<file path="config.mk">
export PLATFORM = sky130hd
export DESIGN_NAME = eip_ctrl
export DESIGN_NICKNAME = d
export VERILOG_FILES = /design/src/rtl/eip_pkg.sv /design/src/rtl/eip_arbiter.sv /design/src/rtl/eip_ctrl.sv /design/src/rtl/eip_sync_edge.sv
export SDC_FILE = /design/constraint.sdc
export NUM_CORES = 1
export LEC_CHECK = 0
export BUFFER_PORTS_ARGS = -buffer_cell sky130_fd_sc_hd__buf_2
export CORE_UTILIZATION = 51
export CTS_BUF_LIST = sky130_fd_sc_hd__clkbuf_2
export DETAILED_ROUTE_END_ITERATION = 10
export PLACE_DENSITY = 0.9
export SLEW_MARGIN = 15
export SYNTH_ARGS = -nofsm -noshare
export SYNTH_HDL_FRONTEND = slang
export SYNTH_HIERARCHICAL = 1
export SYNTH_SLANG_ARGS = --single-unit
</file>
<file path="constraint.sdc">
create_clock -name ref_clk_i -period 12.7 [get_ports ref_clk_i]
set_input_delay 1.27 -clock ref_clk_i [delete_from_list [all_inputs] [get_ports ref_clk_i]]
set_output_delay 1.27 -clock ref_clk_i [all_outputs]
set_load 0.01 [all_outputs]
</file>
<file path="src/rtl/eip_pkg.sv">
package eip_pkg;

  // ==========================================================================
  // sfr addresses
  localparam logic [7:0] EXT_TYPE_ADDR  = 8'h88;
  localparam logic [7:0] IRQ_EN2_ADDR   = 8'h9A;
  localparam logic [7:0] IRQ_EN0_ADDR   = 8'hA8;
  localparam logic [7:0] PRIO_LOW_ADDR  = 8'hA9;
  localparam logic [7:0] IRQ_EN1_ADDR   = 8'hB8;
  localparam logic [7:0] PRIO_HIGH_ADDR = 8'hB9;
  localparam logic [7:0] REQ_FLAG_ADDR  = 8'hC0;
  localparam logic [7:0] EDGE_SEL_ADDR  = 8'hC8;

  // ==========================================================================
  // reset value and implemented bits
  localparam logic [7:0] SFR_RESET      = 8'h00;
  localparam logic [7:0] IRQ_EN0_WMASK  = 8'hDF;
  localparam logic [7:0] IRQ_EN1_WMASK  = 8'h7E;
  localparam logic [7:0] IRQ_EN2_WMASK  = 8'h01;
  localparam logic [7:0] PRIO_LOW_WMASK = 8'h7F;
  localparam logic [7:0] PRIO_HI_WMASK  = 8'h3F;
  localparam logic [7:0] EDGE_SEL_WMASK = 8'h60;

  // ==========================================================================
  // bit positions
  localparam int EN0_GLOBAL   = 7;
  localparam int EN0_SER0     = 4;
  localparam int EN0_TMR1     = 3;
  localparam int EN0_EXT1     = 2;
  localparam int EN0_TMR0     = 1;
  localparam int EN0_EXT0     = 0;
  localparam int EN1_EXT2     = 1;
  localparam int EN2_SER1     = 0;
  localparam int TYPE_EXT0    = 0;
  localparam int FLAG_EXT0    = 1;
  localparam int TYPE_EXT1    = 2;
  localparam int FLAG_EXT1    = 3;
  localparam int EXT2_RISE    = 5;
  localparam int EXT3_RISE    = 6;
  localparam int REQ_FLAG_LSB = 1;

  // ==========================================================================
  // source indices, also the fixed polling order
  localparam int SRC_EXT0   = 0;
  localparam int SRC_SER1   = 1;
  localparam int SRC_TMR0   = 2;
  localparam int SRC_EXT2   = 3;
  localparam int SRC_EXT1   = 4;
  localparam int SRC_EXT3   = 5;
  localparam int SRC_TMR1   = 6;
  localparam int SRC_EXT4   = 7;
  localparam int SRC_SER0   = 8;
  localparam int SRC_EXT5   = 9;
  localparam int SRC_EXT6   = 10;
  localparam int NUM_SRC    = 11;
  localparam int NUM_LEVELS = 4;

  localparam logic [15:0] VECTOR_TABLE [0:NUM_SRC-1] = '{
    16'h0003, 16'h0083, 16'h000B, 16'h004B, 16'h0013, 16'h0053,
    16'h001B, 16'h005B, 16'h0023, 16'h0063, 16'h006B};

  typedef struct packed {
    logic        valid;
    logic [3:0]  src;
    logic [1:0]  level;
    logic [15:0] vector;
  } eip_irq_req_s;

  // ==========================================================================
  // helpers
  function automatic logic flag_next(input logic cur, input logic set,
                                     input logic clr, input logic wr,
                                     input logic wval);
    flag_next = set | (wr ? wval : (cur & ~clr));
  endfunction

  function automatic logic [1:0] group_level(input int idx, input logic [7:0] lo,
                                             input logic [7:0] hi);
    int g;
    g = idx / 2;
    group_level = {hi[g], lo[g]};
  endfunction

endpackage

</file>
<file path="src/rtl/eip_arbiter.sv">
`timescale 1ns/1ps

module eip_arbiter (
  // clock and reset
  input  wire logic                        ref_clk_i,
  input  wire logic                        reset_i,
  // enabled pending sources and priority bits
  input  wire logic [eip_pkg::NUM_SRC-1:0] pend_i,
  input  wire logic [7:0]                  prio_lo_i,
  input  wire logic [7:0]                  prio_hi_i,
  // core handshake
  input  wire logic                        ack_i,
  input  wire logic                        reti_i,
  output eip_pkg::eip_irq_req_s            req_o,
  output logic [eip_pkg::NUM_LEVELS-1:0]   in_service_o
);

  eip_pkg::eip_irq_req_s                 req_r;
  eip_pkg::eip_irq_req_s                 req_nxt;
  logic [eip_pkg::NUM_LEVELS-1:0]        isr_r;
  logic [eip_pkg::NUM_LEVELS-1:0]        isr_nxt;
  logic [1:0]                            best_lvl;
  logic [3:0]                            best_idx;
  logic                                  found;
  logic [1:0]                            lvl;
  logic [1:0]                            top_lvl;
  logic                                  any_isr;
  logic                                  ack_hit;

  // ==========================================================================
  // selection and in-service tracking
  always_comb begin
    best_lvl = 2'h0;
    best_idx = 4'h0;
    found    = 1'b0;
    lvl      = 2'h0;
    top_lvl  = 2'h0;
    any_isr  = |isr_r;
    ack_hit  = ack_i & req_r.valid;
    // downward walk: higher level wins, lower index wins a tie
    for (int i = eip_pkg::NUM_SRC - 1; i >= 0; i--) begin
      lvl = eip_pkg::group_level(i, prio_lo_i, prio_hi_i);
      if (pend_i[i] && (!found || lvl >= best_lvl)) begin
        found    = 1'b1;
        best_lvl = lvl;
        best_idx = 4'(i);
      end
    end
    for (int l = 0; l < eip_pkg::NUM_LEVELS; l++) begin
      if (isr_r[l]) begin
        top_lvl = 2'(l);
      end
    end
    // only a strictly higher level breaks into a running handler
    req_nxt.valid  = found & (!any_isr || best_lvl > top_lvl) & ~ack_hit;
    req_nxt.src    = best_idx;
    req_nxt.level  = best_lvl;
    req_nxt.vector = eip_pkg::VECTOR_TABLE[best_idx];
    isr_nxt = isr_r;
    if (reti_i && any_isr) begin
      isr_nxt[top_lvl] = 1'b0;
    end
    if (ack_hit) begin
      isr_nxt[req_r.level] = 1'b1;
    end
  end

  always_ff @(posedge ref_clk_i or posedge reset_i) begin
    if (reset_i) begin
      req_r <= '0;
      isr_r <= '0;
    end else begin
      req_r <= req_nxt;
      isr_r <= isr_nxt;
    end
  end

  assign req_o        = req_r;
  assign in_service_o = isr_r;

endmodule // eip_arbiter

</file>
<file path="src/rtl/eip_ctrl.sv">
`timescale 1ns/1ps

module eip_ctrl #(
  parameter int CARD_W = 8,
  parameter int HOST_W = 3,
  parameter int MISC_W = 3
) (
  // clock and reset
  input  wire logic                        ref_clk_i,
  input  wire logic                        reset_i,
  // sfr access
  input  wire logic [7:0]                  sfr_addr_i,
  input  wire logic                        sfr_wr_i,
  input  wire logic [7:0]                  sfr_wdata_i,
  input  wire logic                        sfr_rd_i,
  output logic      [7:0]                  sfr_rdata_o,
  // core interrupt handshake
  output eip_pkg::eip_irq_req_s            irq_req_o,
  input  wire logic                        irq_ack_i,
  input  wire logic                        reti_i,
  output logic [eip_pkg::NUM_SRC-1:0]      irq_ack_src_o,
  output logic [eip_pkg::NUM_LEVELS-1:0]   in_service_o,
  // power down
  input  wire logic                        stop_i,
  output logic                             wake_o,
  // pins
  input  wire logic [7:0]                  user_io_pins_i,
  input  wire logic                        ext2_pin_i,
  input  wire logic                        ext3_pin_i,
  // user io interrupt control
  input  wire logic [7:0]                  user_io_hi_sel_i,
  input  wire logic [7:0]                  user_io_lo_sel_i,
  input  wire logic [7:0]                  user_io_pol_i,
  // timer and serial request flags
  input  wire logic                        tmr0_flag_i,
  input  wire logic                        tmr1_flag_i,
  input  wire logic                        ser0_flag_i,
  input  wire logic                        ser1_flag_i,
  // peripheral events, masks and per-source flags
  input  wire logic [CARD_W-1:0]           card_evt_i,
  input  wire logic [CARD_W-1:0]           card_mask_i,
  input  wire logic [HOST_W-1:0]           host_evt_i,
  input  wire logic [HOST_W-1:0]           host_mask_i,
  input  wire logic [MISC_W-1:0]           misc_evt_i,
  input  wire logic [MISC_W-1:0]           misc_mask_i,
  input  wire logic [2:0]                  src_flag_rd_i,
  output logic      [CARD_W-1:0]           card_flags_o,
  output logic      [HOST_W-1:0]           host_flags_o,
  output logic      [MISC_W-1:0]           misc_flags_o
);

  localparam int EVT_W = CARD_W + HOST_W + MISC_W;

  logic [7:0]        irq_en0_r;
  logic [7:0]        irq_en0_nxt;
  logic [7:0]        irq_en1_r;
  logic [7:0]        irq_en1_nxt;
  logic [7:0]        irq_en2_r;
  logic [7:0]        irq_en2_nxt;
  logic [7:0]        prio_low_r;
  logic [7:0]        prio_low_nxt;
  logic [7:0]        prio_high_r;
  logic [7:0]        prio_high_nxt;
  logic [7:0]        edge_sel_r;
  logic [7:0]        edge_sel_nxt;
  logic [3:0]        ext_type_r;
  logic [3:0]        ext_type_nxt;
  logic [4:0]        req_flag_r;
  logic [4:0]        req_flag_nxt;
  logic [CARD_W-1:0] card_flag_r;
  logic [CARD_W-1:0] card_flag_nxt;
  logic [HOST_W-1:0] host_flag_r;
  logic [HOST_W-1:0] host_flag_nxt;
  logic [MISC_W-1:0] misc_flag_r;
  logic [MISC_W-1:0] misc_flag_nxt;
  logic [7:0]        rdata_r;
  logic [7:0]        rdata_nxt;
  logic              wake_r;
  logic              wake_nxt;

  logic [9:0]                  pin_lvl;
  logic [9:0]                  pin_rise;
  logic [9:0]                  pin_fall;
  logic [EVT_W-1:0]            evt_rise;
  logic [4:0]                  line_lvl;
  logic [4:0]                  line_rise;
  logic [4:0]                  line_fall;
  logic                        ext0_line_n;
  logic                        ext1_line_n;
  logic [2:0]                  grp_line;
  logic [eip_pkg::NUM_SRC-1:0] pend;
  logic [eip_pkg::NUM_SRC-1:0] ack_vec;
  logic                        ack_hit;
  logic                        wr_type;
  logic                        wr_req;

  // ==========================================================================
  // input sampling and edge detection
  eip_sync_edge #(.W(10), .SYNC(1'b1), .IDLE(10'h300)) u_pins (
    .ref_clk_i (ref_clk_i),
    .reset_i   (reset_i),
    .d_i       ({ext3_pin_i, ext2_pin_i, user_io_pins_i}),
    .lvl_o     (pin_lvl),
    .rise_o    (pin_rise),
    .fall_o    (pin_fall)
  );

  // user io pins folded into two active-low lines after polarity
  assign ext0_line_n = ~|(user_io_hi_sel_i & (pin_lvl[7:0] ^ user_io_pol_i));
  assign ext1_line_n = ~|(user_io_lo_sel_i & (pin_lvl[7:0] ^ user_io_pol_i));

  // each line ORs its unmasked per-source flags
  assign grp_line[0] = |(card_flag_r & card_mask_i);
  assign grp_line[1] = |(host_flag_r & host_mask_i);
  assign grp_line[2] = |(misc_flag_r & misc_mask_i);

  eip_sync_edge #(.W(EVT_W), .SYNC(1'b0), .IDLE('0)) u_evts (
    .ref_clk_i (ref_clk_i),
    .reset_i   (reset_i),
    .d_i       ({misc_evt_i, host_evt_i, card_evt_i}),
    .lvl_o     (),
    .rise_o    (evt_rise),
    .fall_o    ()
  );

  eip_sync_edge #(.W(5), .SYNC(1'b0), .IDLE(5'h03)) u_lines (
    .ref_clk_i (ref_clk_i),
    .reset_i   (reset_i),
    .d_i       ({grp_line, ext1_line_n, ext0_line_n}),
    .lvl_o     (line_lvl),
    .rise_o    (line_rise),
    .fall_o    (line_fall)
  );

  // ==========================================================================
  // enabled requests and arbitration
  always_comb begin
    pend = '0;
    pend[eip_pkg::SRC_EXT0] = ext_type_r[eip_pkg::FLAG_EXT0]
                              & irq_en0_r[eip_pkg::EN0_EXT0];
    pend[eip_pkg::SRC_EXT1] = ext_type_r[eip_pkg::FLAG_EXT1]
                              & irq_en0_r[eip_pkg::EN0_EXT1];
    pend[eip_pkg::SRC_TMR0] = tmr0_flag_i & irq_en0_r[eip_pkg::EN0_TMR0];
    pend[eip_pkg::SRC_TMR1] = tmr1_flag_i & irq_en0_r[eip_pkg::EN0_TMR1];
    pend[eip_pkg::SRC_SER0] = ser0_flag_i & irq_en0_r[eip_pkg::EN0_SER0];
    pend[eip_pkg::SRC_SER1] = ser1_flag_i & irq_en2_r[eip_pkg::EN2_SER1];
    pend[eip_pkg::SRC_EXT2] = req_flag_r[0] & irq_en1_r[eip_pkg::EN1_EXT2];
    pend[eip_pkg::SRC_EXT3] = req_flag_r[1] & irq_en1_r[eip_pkg::EN1_EXT2 + 1];
    pend[eip_pkg::SRC_EXT4] = req_flag_r[2] & irq_en1_r[eip_pkg::EN1_EXT2 + 2];
    pend[eip_pkg::SRC_EXT5] = req_flag_r[3] & irq_en1_r[eip_pkg::EN1_EXT2 + 3];
    pend[eip_pkg::SRC_EXT6] = req_flag_r[4] & irq_en1_r[eip_pkg::EN1_EXT2 + 4];
    if (!irq_en0_r[eip_pkg::EN0_GLOBAL]) begin
      pend = '0;
    end
  end

  // low register bit 6 is kept for the watchdog but never reaches the arbiter
  eip_arbiter u_arb (
    .ref_clk_i    (ref_clk_i),
    .reset_i      (reset_i),
    .pend_i       (pend),
    .prio_lo_i    (prio_low_r & eip_pkg::PRIO_HI_WMASK),
    .prio_hi_i    (prio_high_r),
    .ack_i        (irq_ack_i),
    .reti_i       (reti_i),
    .req_o        (irq_req_o),
    .in_service_o (in_service_o)
  );

  assign ack_hit       = irq_ack_i & irq_req_o.valid;
  assign ack_vec       = ack_hit ? (eip_pkg::NUM_SRC'(1) << irq_req_o.src) : '0;
  assign irq_ack_src_o = ack_vec;

  // ==========================================================================
  // register and flag next state
  always_comb begin
    wr_type       = sfr_wr_i && sfr_addr_i == eip_pkg::EXT_TYPE_ADDR;
    wr_req        = sfr_wr_i && sfr_addr_i == eip_pkg::REQ_FLAG_ADDR;
    irq_en0_nxt   = irq_en0_r;
    irq_en1_nxt   = irq_en1_r;
    irq_en2_nxt   = irq_en2_r;
    prio_low_nxt  = prio_low_r;
    prio_high_nxt = prio_high_r;
    edge_sel_nxt  = edge_sel_r;
    ext_type_nxt  = ext_type_r;
    if (sfr_wr_i) begin
      case (sfr_addr_i)
        eip_pkg::IRQ_EN0_ADDR:   irq_en0_nxt   = sfr_wdata_i & eip_pkg::IRQ_EN0_WMASK;
        eip_pkg::IRQ_EN1_ADDR:   irq_en1_nxt   = sfr_wdata_i & eip_pkg::IRQ_EN1_WMASK;
        eip_pkg::IRQ_EN2_ADDR:   irq_en2_nxt   = sfr_wdata_i & eip_pkg::IRQ_EN2_WMASK;
        eip_pkg::PRIO_LOW_ADDR:  prio_low_nxt  = sfr_wdata_i & eip_pkg::PRIO_LOW_WMASK;
        eip_pkg::PRIO_HIGH_ADDR: prio_high_nxt = sfr_wdata_i & eip_pkg::PRIO_HI_WMASK;
        eip_pkg::EDGE_SEL_ADDR:  edge_sel_nxt  = sfr_wdata_i & eip_pkg::EDGE_SEL_WMASK;
        eip_pkg::EXT_TYPE_ADDR: begin
          ext_type_nxt[eip_pkg::TYPE_EXT0] = sfr_wdata_i[eip_pkg::TYPE_EXT0];
          ext_type_nxt[eip_pkg::TYPE_EXT1] = sfr_wdata_i[eip_pkg::TYPE_EXT1];
        end
        default: ;
      endcase
    end
    // interrupts 0 and 1: edge mode latches, level mode follows the line
    if (ext_type_r[eip_pkg::TYPE_EXT0]) begin
      ext_type_nxt[eip_pkg::FLAG_EXT0] = eip_pkg::flag_next(
        ext_type_r[eip_pkg::FLAG_EXT0], line_fall[0], ack_vec[eip_pkg::SRC_EXT0],
        wr_type, sfr_wdata_i[eip_pkg::FLAG_EXT0]);
    end else begin
      ext_type_nxt[eip_pkg::FLAG_EXT0] = ~line_lvl[0];
    end
    if (ext_type_r[eip_pkg::TYPE_EXT1]) begin
      ext_type_nxt[eip_pkg::FLAG_EXT1] = eip_pkg::flag_next(
        ext_type_r[eip_pkg::FLAG_EXT1], line_fall[1], ack_vec[eip_pkg::SRC_EXT1],
        wr_type, sfr_wdata_i[eip_pkg::FLAG_EXT1]);
    end else begin
      ext_type_nxt[eip_pkg::FLAG_EXT1] = ~line_lvl[1];
    end
    // interrupts 2 and 3 from the dedicated pins
    req_flag_nxt[0] = eip_pkg::flag_next(req_flag_r[0],
      edge_sel_r[eip_pkg::EXT2_RISE] ? pin_rise[8] : pin_fall[8],
      ack_vec[eip_pkg::SRC_EXT2], wr_req, sfr_wdata_i[eip_pkg::REQ_FLAG_LSB]);
    req_flag_nxt[1] = eip_pkg::flag_next(req_flag_r[1],
      edge_sel_r[eip_pkg::EXT3_RISE] ? pin_rise[9] : pin_fall[9],
      ack_vec[eip_pkg::SRC_EXT3], wr_req, sfr_wdata_i[eip_pkg::REQ_FLAG_LSB + 1]);
    // interrupts 4..6 on the rising edge of their combined line
    req_flag_nxt[2] = eip_pkg::flag_next(req_flag_r[2], line_rise[2],
      ack_vec[eip_pkg::SRC_EXT4], wr_req, sfr_wdata_i[eip_pkg::REQ_FLAG_LSB + 2]);
    req_flag_nxt[3] = eip_pkg::flag_next(req_flag_r[3], line_rise[3],
      ack_vec[eip_pkg::SRC_EXT5], wr_req, sfr_wdata_i[eip_pkg::REQ_FLAG_LSB + 3]);
    req_flag_nxt[4] = eip_pkg::flag_next(req_flag_r[4], line_rise[4],
      ack_vec[eip_pkg::SRC_EXT6], wr_req, sfr_wdata_i[eip_pkg::REQ_FLAG_LSB + 4]);
    // per-source flags clear on read, a new event in that cycle survives
    card_flag_nxt = evt_rise[CARD_W-1:0] | (src_flag_rd_i[0] ? '0 : card_flag_r);
    host_flag_nxt = evt_rise[CARD_W+HOST_W-1:CARD_W]
                    | (src_flag_rd_i[1] ? '0 : host_flag_r);
    misc_flag_nxt = evt_rise[EVT_W-1:CARD_W+HOST_W]
                    | (src_flag_rd_i[2] ? '0 : misc_flag_r);
    // stop-state wake from interrupt 0 only
    wake_nxt = stop_i & irq_en0_r[eip_pkg::EN0_EXT0]
               & (~line_lvl[0] | ext_type_r[eip_pkg::FLAG_EXT0]);
    // read data, unmapped addresses read zero
    rdata_nxt = rdata_r;
    if (sfr_rd_i) begin
      case (sfr_addr_i)
        eip_pkg::IRQ_EN0_ADDR:   rdata_nxt = irq_en0_r;
        eip_pkg::IRQ_EN1_ADDR:   rdata_nxt = irq_en1_r;
        eip_pkg::IRQ_EN2_ADDR:   rdata_nxt = irq_en2_r;
        eip_pkg::PRIO_LOW_ADDR:  rdata_nxt = prio_low_r;
        eip_pkg::PRIO_HIGH_ADDR: rdata_nxt = prio_high_r;
        eip_pkg::EDGE_SEL_ADDR:  rdata_nxt = edge_sel_r;
        eip_pkg::EXT_TYPE_ADDR:  rdata_nxt = {4'h0, ext_type_r};
        eip_pkg::REQ_FLAG_ADDR:  rdata_nxt = {2'h0, req_flag_r, 1'b0};
        default:                 rdata_nxt = 8'h00;
      endcase
    end
  end

  always_ff @(posedge ref_clk_i or posedge reset_i) begin
    if (reset_i) begin
      irq_en0_r   <= eip_pkg::SFR_RESET;
      irq_en1_r   <= eip_pkg::SFR_RESET;
      irq_en2_r   <= eip_pkg::SFR_RESET;
      prio_low_r  <= eip_pkg::SFR_RESET;
      prio_high_r <= eip_pkg::SFR_RESET;
      edge_sel_r  <= eip_pkg::SFR_RESET;
      ext_type_r  <= 4'h0;
      req_flag_r  <= 5'h00;
      card_flag_r <= '0;
      host_flag_r <= '0;
      misc_flag_r <= '0;
      rdata_r     <= 8'h00;
      wake_r      <= 1'b0;
    end else begin
      irq_en0_r   <= irq_en0_nxt;
      irq_en1_r   <= irq_en1_nxt;
      irq_en2_r   <= irq_en2_nxt;
      prio_low_r  <= prio_low_nxt;
      prio_high_r <= prio_high_nxt;
      edge_sel_r  <= edge_sel_nxt;
      ext_type_r  <= ext_type_nxt;
      req_flag_r  <= req_flag_nxt;
      card_flag_r <= card_flag_nxt;
      host_flag_r <= host_flag_nxt;
      misc_flag_r <= misc_flag_nxt;
      rdata_r     <= rdata_nxt;
      wake_r      <= wake_nxt;
    end
  end

  // ==========================================================================
  // outputs
  assign sfr_rdata_o  = rdata_r;
  assign wake_o       = wake_r;
  assign card_flags_o = card_flag_r;
  assign host_flags_o = host_flag_r;
  assign misc_flags_o = misc_flag_r;

endmodule // eip_ctrl

</file>
<file path="src/rtl/eip_sync_edge.sv">
`timescale 1ns/1ps

module eip_sync_edge #(
  parameter int           W    = 1,
  parameter bit           SYNC = 1'b1,
  parameter logic [W-1:0] IDLE = '0
) (
  // clock and reset
  input  wire logic         ref_clk_i,
  input  wire logic         reset_i,
  // sampled lines
  input  wire logic [W-1:0] d_i,
  output logic      [W-1:0] lvl_o,
  output logic      [W-1:0] rise_o,
  output logic      [W-1:0] fall_o
);

  logic [W-1:0] meta_r;
  logic [W-1:0] meta_nxt;
  logic [W-1:0] lvl_r;
  logic [W-1:0] lvl_nxt;
  logic [W-1:0] prev_r;
  logic [W-1:0] prev_nxt;

  // ==========================================================================
  // two stages for pins, one stage for on-chip lines
  always_comb begin
    meta_nxt = d_i;
    lvl_nxt  = SYNC ? meta_r : d_i;
    prev_nxt = lvl_r;
  end

  always_ff @(posedge ref_clk_i or posedge reset_i) begin
    if (reset_i) begin
      meta_r <= IDLE;
      lvl_r  <= IDLE;
      prev_r <= IDLE;
    end else begin
      meta_r <= meta_nxt;
      lvl_r  <= lvl_nxt;
      prev_r <= prev_nxt;
    end
  end

  assign lvl_o  = lvl_r;
  assign rise_o = lvl_r & ~prev_r;
  assign fall_o = ~lvl_r & prev_r;

endmodule // eip_sync_edge

</file>
==> results.md, run 1 <==
* Leading cell type in the layout, fill and taps excluded: buf_2
* Initial antenna violation count at 0
* Starting Density at 52.7%
* Critical Path Most Common Cell: ha_1
* Reg-to-reg slack, setup at 0.29 ns
* Syn Std Cell Area at 0.00667 mm^2
* Syn avg cell area at 11.6 um^2
* Grt total ovfl at 0
* Largest net degree at the start of global routing at 50
* CTS tree: built
* Most frequent cells in the layout: 143 x buf_2, 126 x dfrtp_1, 44 x buf_4
* Final Util at 65.9%
* Synth-to-Final Area Change at 25.1%
* Hold Path Sink: u_pins/lvl_o[0]
* FF-to-FF Start: req_flag_r[4]
* CP max stage delay at 0.42 ns
* First-pass GRT wire length at 25.9 mm
* Dpl cells at 901
* CP Max Fanout at 5
* Wire per inst at 17.7 um
* Hold Vio Cnt, Final at 0
* Total power at 800 uW
* R2r endpoint: u_arb/req_o[22]
* Slowest-stage cell, CP: dfrtp_1
* Routed via count at 5443
* Final Max Slew Viols at 0
* CTS Root Buffer Type: clkbuf_2
* 1st-pass router iterations at 5
* Clk_skew at 0.0399 ns
* GPL Wtd Cong at 0.905
* Share of layout cells above drive strength 1 at 45.9%
* Clock buffer depth at 2
* Hpwl dp at 12.5 mm
* Worst min path class: reg2reg
* Status: complete, no violations
* Number of DRC violations after detailed-routing iteration 0 at 359
* Worst Min Path Start: u_pins/lvl_nxt[0]
* Antenna Cells at 0
* Critical Path Source Type: flip-flop
* Via/cell ratio at 5.69
* IO Port Bufs at 143
* Rel. slew slack at 36.3%
* Core area at 0.0127 mm^2
* Die height at 116 um
* LEAKAGE at 4.14 nW
* Hold Slack at 0.373 ns
* Clock sinks at 136
* Pwr/cell area at 95.8 mW/mm^2
* Die area at 0.0135 mm^2
* # IOs at 153
* Crit path arrival time at 13.01 ns
* Die Span X at 116 um
* Worst setup EP type: flip-flop
* GRT Total Usage at 25.5%
* TritonCTS Buffers at 17
* Clock edge transition at the registers on the reported setup and hold paths at 0.22 ns
* Maxcap violations at 0
* Final min period at 12.41 ns
* Final wirelength at 17.0 mm
* WS Path Type: reg2reg
* Post-synthesis instance total at 577
* Vias in the first global route at 5171
* Final worst-path cycle share at 97.7%
* Worst Max-Slew Pin Slew at 0.950 ns
* H-tree depth at 4
* CP Data Required Time at 13.31 ns
* Std-Cell Rows at 41
* Syn. warnings at 6
* R2R depth at 63
* Peak supply drop at 0.0893 mV
* Fmax at 0.0806 GHz
* NumNets Final at 882
* # fillers at 932
* Worst hold stages at 0
* Worst skew pair latency at 0.68 ns
* Final setup viols at 0
* Final setup TNS at 0 ns
* Post-Layout Cell Count at 957
* Post-DRT Antenna Nets at 0
* Post-route DRC at 0
-- worst max-delay path: cells and delay by family, from the launching register on --
kind	cells	cell delay [ns]
DFF	1	0.42
muxes	3	0.97
AOI/OAI and AO/OA	25	4.46
buffers and inverters	3	0.35
adders and majority gates	12	3.15
and+or+nand+nor	20	2.96
-- per-layer routing --
| layer | wire (um) | vias up | GRT usage, % |
|---|---|---|---|
| li1 | - | 2467 | - |
| met1 | 6510 | 2669 | 30.8 |
| met2 | 8710 | 262 | 43.2 |
| met3 | 1250 | 45 | 7.11 |
| met4 | 485 | 0 | 10.4 |
| met5 | 0 | - | 0 |
-- sequential cells by signal, summed over array words and instances (netlist names) --
register	flops
prio_low_r	7
card_flags_o	8
u_pins/prev_r	2
u_pins/lvl_nxt	10
u_evts/prev_r	14
edge_sel_r	2
irq_en1_r	6
prio_high_r	6
u_arb/in_service_o	4
u_lines/lvl_o	5
wake_o	1
irq_en0_r	7
ext_type_r	4
u_arb/req_o	11
u_evts/lvl_o	14
sfr_rdata_o	8
irq_en2_r	1
u_lines/prev_r	5
u_pins/lvl_o	10
req_flag_r	5
host_flags_o	3
misc_flags_o	3
-- area by class of cell --
cell class | count | area, um^2 | area share [%]
timing repair buffer | 189 | 1070 | 12.8
clock inverter | 13 | 125 | 1.50
sequential | 136 | 3420 | 40.9
clock buffer | 19 | 95.1 | 1.14
tap | 172 | 215 | 2.58
multi-input combinational | 398 | 3310 | 39.7
inverter | 30 | 115 | 1.38
-- what timing repair did --
action | in CTS | in global routing
hold buffers | 0 | 0
gates resized for setup | 22 | 24
setup endpoints to repair | 1 | 8
buffers inserted | 10 | 14
pin swaps | 19 | 31
-- stage by stage --
step	setup WS (ns)	instance area, um^2
2_1_floorplan	0.0212	6740
3_3_place_gp	0.0772	7690
3_5_place_dp	-0.426	7690
4_1_cts	0.0261	8100
5_1_grt	-0.0932	8350
6_report	0.293	8350
-- worst max path at each step --
stage                        from              end  slack [ns]  cells after the start
floorplan            irq_en0_r[7]  u_arb/req_o[22]        0.02                     63
global placement     irq_en1_r[5]  u_arb/req_o[22]        0.08                     63
detailed placement   irq_en0_r[7]  u_arb/req_o[22]       -0.43                     63
CTS                  irq_en0_r[7]  u_arb/req_o[22]        0.03                     63
global route         irq_en0_r[7]  u_arb/req_o[22]       -0.09                     64
finish              req_flag_r[4]  u_arb/req_o[22]        0.29                     63
-- where the power goes --
part	switching, mW	total, mW	internal [mW]	leakage (nW)
Combinational	0.0476	0.0896	0.0420	2.34
Clock	0.160	0.235	0.0747	0.135
Sequential	0.0169	0.475	0.458	1.67
Power figures use the tool's default switching activity.
==> run 2, diff against run 1 <==
--- a/config.mk
+++ b/config.mk
@@ -9,7 +9,7 @@
 export CORE_UTILIZATION = 51
 export CTS_BUF_LIST = sky130_fd_sc_hd__clkbuf_2
 export DETAILED_ROUTE_END_ITERATION = 10
-export PLACE_DENSITY = 0.9
+export PLACE_DENSITY_LB_ADDON = 0.08
 export SLEW_MARGIN = 15
 export SYNTH_ARGS = -nofsm -noshare
 export SYNTH_HDL_FRONTEND = slang
==> results.md, run 2 (synthesized netlist as in run 1, its figures left out) <==
* Logic pwr share at 11.0%
* Post-DRT Antenna Nets at 0
* Share of power burned in registers at 58.5%
* Starting Density at 52.7%
* Clock sinks at 136
* Hpwl dp at 12.1 mm
* Final worst-path cycle share at 96.9%
* 1st-pass router iterations at 5
* CTS tree: built
* Crit path arrival time at 12.90 ns
* CP Max Fanout at 4
* Synth-to-Final Area Change at 26.1%
* Fmax at 0.0813 GHz
* CP Data Required Time at 13.30 ns
* Most frequent cells in the layout: 143 x buf_2, 126 x dfrtp_1, 47 x buf_4
* Setup WS pre-CTS at -0.448 ns
* Vias in the first global route at 5012
* Largest net degree at the start of global routing at 50
* Rel. slew slack at 35.8%
* Worst Max-Slew Pin Slew at 0.956 ns
* Pwr/cell area at 96.3 mW/mm^2
* Clock edge transition at the registers on the reported setup and hold paths at 0.24 ns
* Peak supply drop at 0.130 mV
* Share of layout cells above drive strength 1 at 46.9%
* LEAKAGE at 4.19 nW
* CP max stage delay at 0.44 ns
* Hold Vio Cnt, Final at 0
* Worst skew pair latency at 0.67 ns
* Clock buffer depth at 2
* Std-Cell Rows at 41
* H-tree depth at 4
* Leading cell type in the layout, fill and taps excluded: buf_2
* Critical Path Source Type: flip-flop
* Worst Min Path Start: u_pins/lvl_nxt[8]
* Critical Path Most Common Cell: ha_4
* Number of DRC violations after detailed-routing iteration 0 at 348
* Final Max Slew Viols at 0
* R2r endpoint: u_arb/req_o[22]
* P_sw at 245 uW
* # fillers at 1042
* Routed via count at 5275
* Sw Ratio at 30.2%
* Status: complete, no violations
* Final setup viols at 0
* Post-route DRC at 0
* Wire per inst at 16.8 um
* Clk pwr share at 30.5%
* CTS Root Buffer Type: clkbuf_2
* Worst hold stages at 0
* Hold Path Sink: u_pins/lvl_o[8]
* Die Span X at 116 um
* Final wirelength at 16.1 mm
* Antenna Cells at 0
* Worst setup EP type: flip-flop
* Initial antenna violation count at 0
* FF-to-FF Start: irq_en0_r[7]
* Via/cell ratio at 5.50
* Die area at 0.0135 mm^2
* Maxcap violations at 0
* WS Path Type: reg2reg
* Setup slack after layout at 0.397 ns
* Grt total ovfl at 0
* Slowest-stage cell, CP: dfrtp_1
* IO Port Bufs at 143
* Die height at 116 um
* Core area at 0.0127 mm^2
* Worst min path class: reg2reg
* Clk_skew at 0.0348 ns
* Reg-to-reg slack, setup at 0.40 ns
* Internal at 565 uW
* GPL Wtd Cong at 0.907
* NumNets Final at 884
* First-pass GRT wire length at 24.3 mm
* R2R depth at 63
* Final setup TNS at 0 ns
* GRT Total Usage at 23.8%
* # IOs at 153
* TritonCTS Buffers at 17
* Final min period at 12.30 ns
## run 2: cell types whose count changed in the layout (fill, tap and decap cells not counted), sizes merged
| cell | change |
|---|---|
| clkinvlp | -2 |
| buf | +2 |
| inv | +9 |
| clkinv | -4 |
| bufinv | -1 |
| clkbuf | -2 |
## run 2: worst max path at each step
stage / startpoint / end / slack [ns] / cells after the start
2_1_floorplan: irq_en0_r[7] / u_arb/req_o[22] / 0.02 / 63
3_3_place_gp: irq_en1_r[5] / u_arb/req_o[22] / -0.02 / 63
3_5_place_dp: irq_en0_r[7] / u_arb/req_o[22] / -0.45 / 64
4_1_cts: irq_en0_r[7] / u_arb/req_o[22] / 0.03 / 65
5_1_grt: irq_en0_r[7] / u_arb/req_o[22] / -0.15 / 63
6_report: irq_en0_r[7] / u_arb/req_o[22] / 0.40 / 63
## run 2: layout make-up
class	instances	area (um^2)	area share, %
flip-flops and latches	136	3420	40.6
well taps	172	215	2.56
clock inverters	15	149	1.77
repair buffers	191	1080	12.8
clock buffers	17	85.1	1.01
inverters	30	115	1.37
multi-input cells	398	3360	39.9
## run 2: through the flow
step / hold slack [ns] / utilization, % / instances / cell area (um^2) / total power, mW
after CTS: 0.376 / 63.8 / 940 / 8080 / 0.814
after global routing: 0.382 / 66.4 / 959 / 8420 / 0.848
after global placement: 0.332 / 60.4 / 896 / 7650 / 0.563
final: 0.373 / 66.4 / 959 / 8420 / 0.810
after floorplan: 0.331 / - / 585 / 6740 / 0.529
after detailed placement: 0.339 / 60.4 / 896 / 7650 / 0.566
## run 2: worst max-delay path: cells and delay by family, from the launching register on
kind,cells,cell delay [ns]
compound gates,24,4.08
simple gates,21,3.08
fa+ha+maj,12,3.07
mux,4,1.33
flops,1,0.44
buf+inv,2,0.23
## run 2: what timing repair did
item	CTS	global route
pin swaps	17	33
setup buffers	12	19
hold buffers	0	0
gates resized for setup	20	34
setup endpoints to repair	3	10
hold endpoints to repair	0	0
cloned	0	0
## run 2: per-layer routing
metal  wire, um  global-route usage, %  vias up  part of all wire [%]
met5          0                      0        -                     0
met1       6650                   29.8     2568                    41
met2       8310                   41.1      193                    52
met4        441                   8.97        0                   2.7
met3        720                   4.62       37                   4.5
li1           -                      -     2477                     -
## run 2: power by group through the flow
stage | clock (mW) | sequential, mW | combinational (mW)
after floorplan | 0 | 0.480 | 0.0490
after global placement | 0 | 0.481 | 0.0821
after detailed placement | 0 | 0.482 | 0.0840
after CTS | 0.254 | 0.474 | 0.0860
after global routing | 0.272 | 0.478 | 0.0984
final | 0.247 | 0.474 | 0.0891
==> run 3, diff against run 2 <==
--- a/config.mk
+++ b/config.mk
@@ -6,10 +6,11 @@
 export NUM_CORES = 1
 export LEC_CHECK = 0
 export BUFFER_PORTS_ARGS = -buffer_cell sky130_fd_sc_hd__buf_2
-export CORE_UTILIZATION = 51
+export CORE_UTILIZATION = 42
 export CTS_BUF_LIST = sky130_fd_sc_hd__clkbuf_2
 export DETAILED_ROUTE_END_ITERATION = 10
 export PLACE_DENSITY_LB_ADDON = 0.08
+export REMOVE_ABC_BUFFERS = 1
 export SLEW_MARGIN = 15
 export SYNTH_ARGS = -nofsm -noshare
 export SYNTH_HDL_FRONTEND = slang
==> results.md, run 3 (synthesized netlist as in run 1, its figures left out) <==
* Post-DRT Antenna Nets at 0
* 1st-pass router iterations at 5
* Final min period at 12.28 ns
* GPL Wtd Cong at 0.877
* GRT Total Usage at 20.8%
* First-pass GRT wire length at 25.9 mm
* Pwr/cell area at 98.2 mW/mm^2
* Wl on met1 at 7.10 mm
* Number of DRC violations after detailed-routing iteration 0 at 225
* Std-Cell Rows at 45
* IO Port Bufs at 143
* Hpwl dp at 12.6 mm
* Post-DP Area at 0.00779 mm^2
* Crit path arrival time at 12.91 ns
* Fmax at 0.0814 GHz
* # IOs at 153
* Routed via count at 5187
* TritonCTS Buffers at 17
* Vias in the first global route at 5064
* Via/cell ratio at 5.18
* Most frequent cells in the layout: 143 x buf_2, 126 x dfrtp_1, 47 x buf_4
* Clock edge transition at the registers on the reported setup and hold paths at 0.21 ns
* LEAKAGE at 4.21 nW
* CP Max Fanout at 5
* CTS Root Buffer Type: clkbuf_2
* Die area at 0.0164 mm^2
* Peak supply drop at 0.0845 mV
* Die Span X at 128 um
* Hold Vio Cnt, Final at 0
* DR top layer: met4
* Maxcap violations at 0
* Worst min path class: reg2reg
* Synth-to-Final Area Change at 27.5%
* Wire per inst at 16.7 um
* Final setup TNS at 0 ns
* Final Max Slew Viols at 0
* Worst setup EP type: flip-flop
* Final wirelength at 16.7 mm
* Final worst-path cycle share at 96.7%
* Rel. slew slack at 32.8%
* CP Buf/Inv Count at 2
* Metal2 WL at 8.52 mm
* Clock buffer depth at 2
* H-tree depth at 4
* Layout Cell Area excl Fill at 0.00851 mm^2
* Post-route DRC at 0
* WS Path Type: reg2reg
* Met3 WL post-DR at 733 um
* Grt total ovfl at 0
* Largest net degree at the start of global routing at 50
* Die height at 128 um
* CP Data Required Time at 13.32 ns
* Worst Max-Slew Pin Slew at 1.01 ns
* Clk_skew at 0.0269 ns
* Cts hold-fix bufs at 0
* Leading cell type in the layout, fill and taps excluded: buf_2
* CTS tree: built
* Initial antenna violation count at 1
* Final setup viols at 0
* Status: complete, no violations
* NumNets Final at 886
* Critical Path Source Type: flip-flop
* Worst skew pair latency at 0.70 ns
* Crit path max-delay family: compound AO/OA/AOI/OAI gates
* Starting Density at 43.4%
* Slowest-stage cell, CP: dfrtp_1
* # fillers at 1372
* Share of layout cells above drive strength 1 at 47.4%
* Core area at 0.0154 mm^2
* Clock sinks at 136
* CP max stage delay at 0.43 ns
==> run 3: cell types whose count changed in the layout (fill, tap and decap cells not counted), moves of 2 or more <==
cell        change
inv_6           -5
inv_8           -4
a21oi_2         +3
bufinv_16       +3
clkinvlp_4      +3
a21oi_1         -2
a221oi_2        +2
and2_1          +2
and2_4          -2
buf_6           +2
nand2_2         +2
o21ai_0         -2
==> run 3: worst register-to-register path: cells and delay by family, from the launching register on <==
kind                     cells  cell delay (ns)
flip-flops                   1             0.43
AND/OR/NAND/NOR             22             3.12
buffers and inverters        2             0.20
multiplexers                 3             0.99
AO/OA/AOI/OAI               25             4.44
adder cells (fa/ha/maj)     12             3.04
==> run 3: final timing paths <==
| path | from | end | slack, ns | depth (start not counted) |
|---|---|---|---|---|
| max in group asynchronous | reset_i | wake_o | 11.24 | 3 |
| worst max-delay path | req_flag_r[4] | u_arb/req_o[22] | 0.42 | 64 |
| min in group asynchronous | reset_i | host_flags_o[2] | 0.52 | 2 |
| worst min-delay path | u_pins/lvl_nxt[8] | u_pins/lvl_o[8] | 0.36 | 0 |
| worst max register to register | req_flag_r[4] | u_arb/req_o[22] | 0.42 | 64 |
| worst min register to register | u_pins/lvl_nxt[8] | u_pins/lvl_o[8] | 0.36 | 0 |
==> run 3: metal layers <==
| layer | vias up | track usage [%] |
|---|---|---|
| li1 | 2480 | - |
| met1 | 2528 | 26.6 |
| met2 | 155 | 34.7 |
| met3 | 24 | 3.92 |
| met4 | 0 | 8.51 |
| met5 | - | 0 |
==> run 3: power by group <==
group          leakage (nW)  internal [mW]  switching, mW
Combinational          2.39         0.0423         0.0465
Clock                 0.149          0.112          0.161
Sequential             1.67          0.458         0.0161
==> run 3: per-stage QoR <==
stage | power, mW | util, % | hold WS [ns] | setup WS (ns) | cells
floorplan | 0.523 | - | 0.331 | -0.444 | 564
global placement | 0.564 | 50.7 | 0.333 | 0.0714 | 952
detailed placement | 0.567 | 50.7 | 0.336 | -0.350 | 952
CTS | 0.844 | 53.0 | 0.367 | 0.00491 | 990
global route | 0.878 | 55.4 | 0.378 | -0.0440 | 1001
finish | 0.836 | 55.4 | 0.364 | 0.417 | 1001
==> run 3: timing repair <==
item,4_1_cts,5_1_grt
pin swaps,11,39
resized for setup,12,54
endpoints found under the setup margin,2,8
hold endpoints to repair,0,0
buffers inserted,6,10
==> run 3: cell type report <==
type	count	area [um^2]	share of cell area (%)
diodes	1	2.50	0.0294
flip-flops and latches	136	3420	40.1
well taps	211	264	3.10
repair buffers	193	1100	13.0
clock inverters	14	174	2.04
inverters	30	115	1.35
multi-input cells	398	3350	39.3
clock buffers	18	90.1	1.06
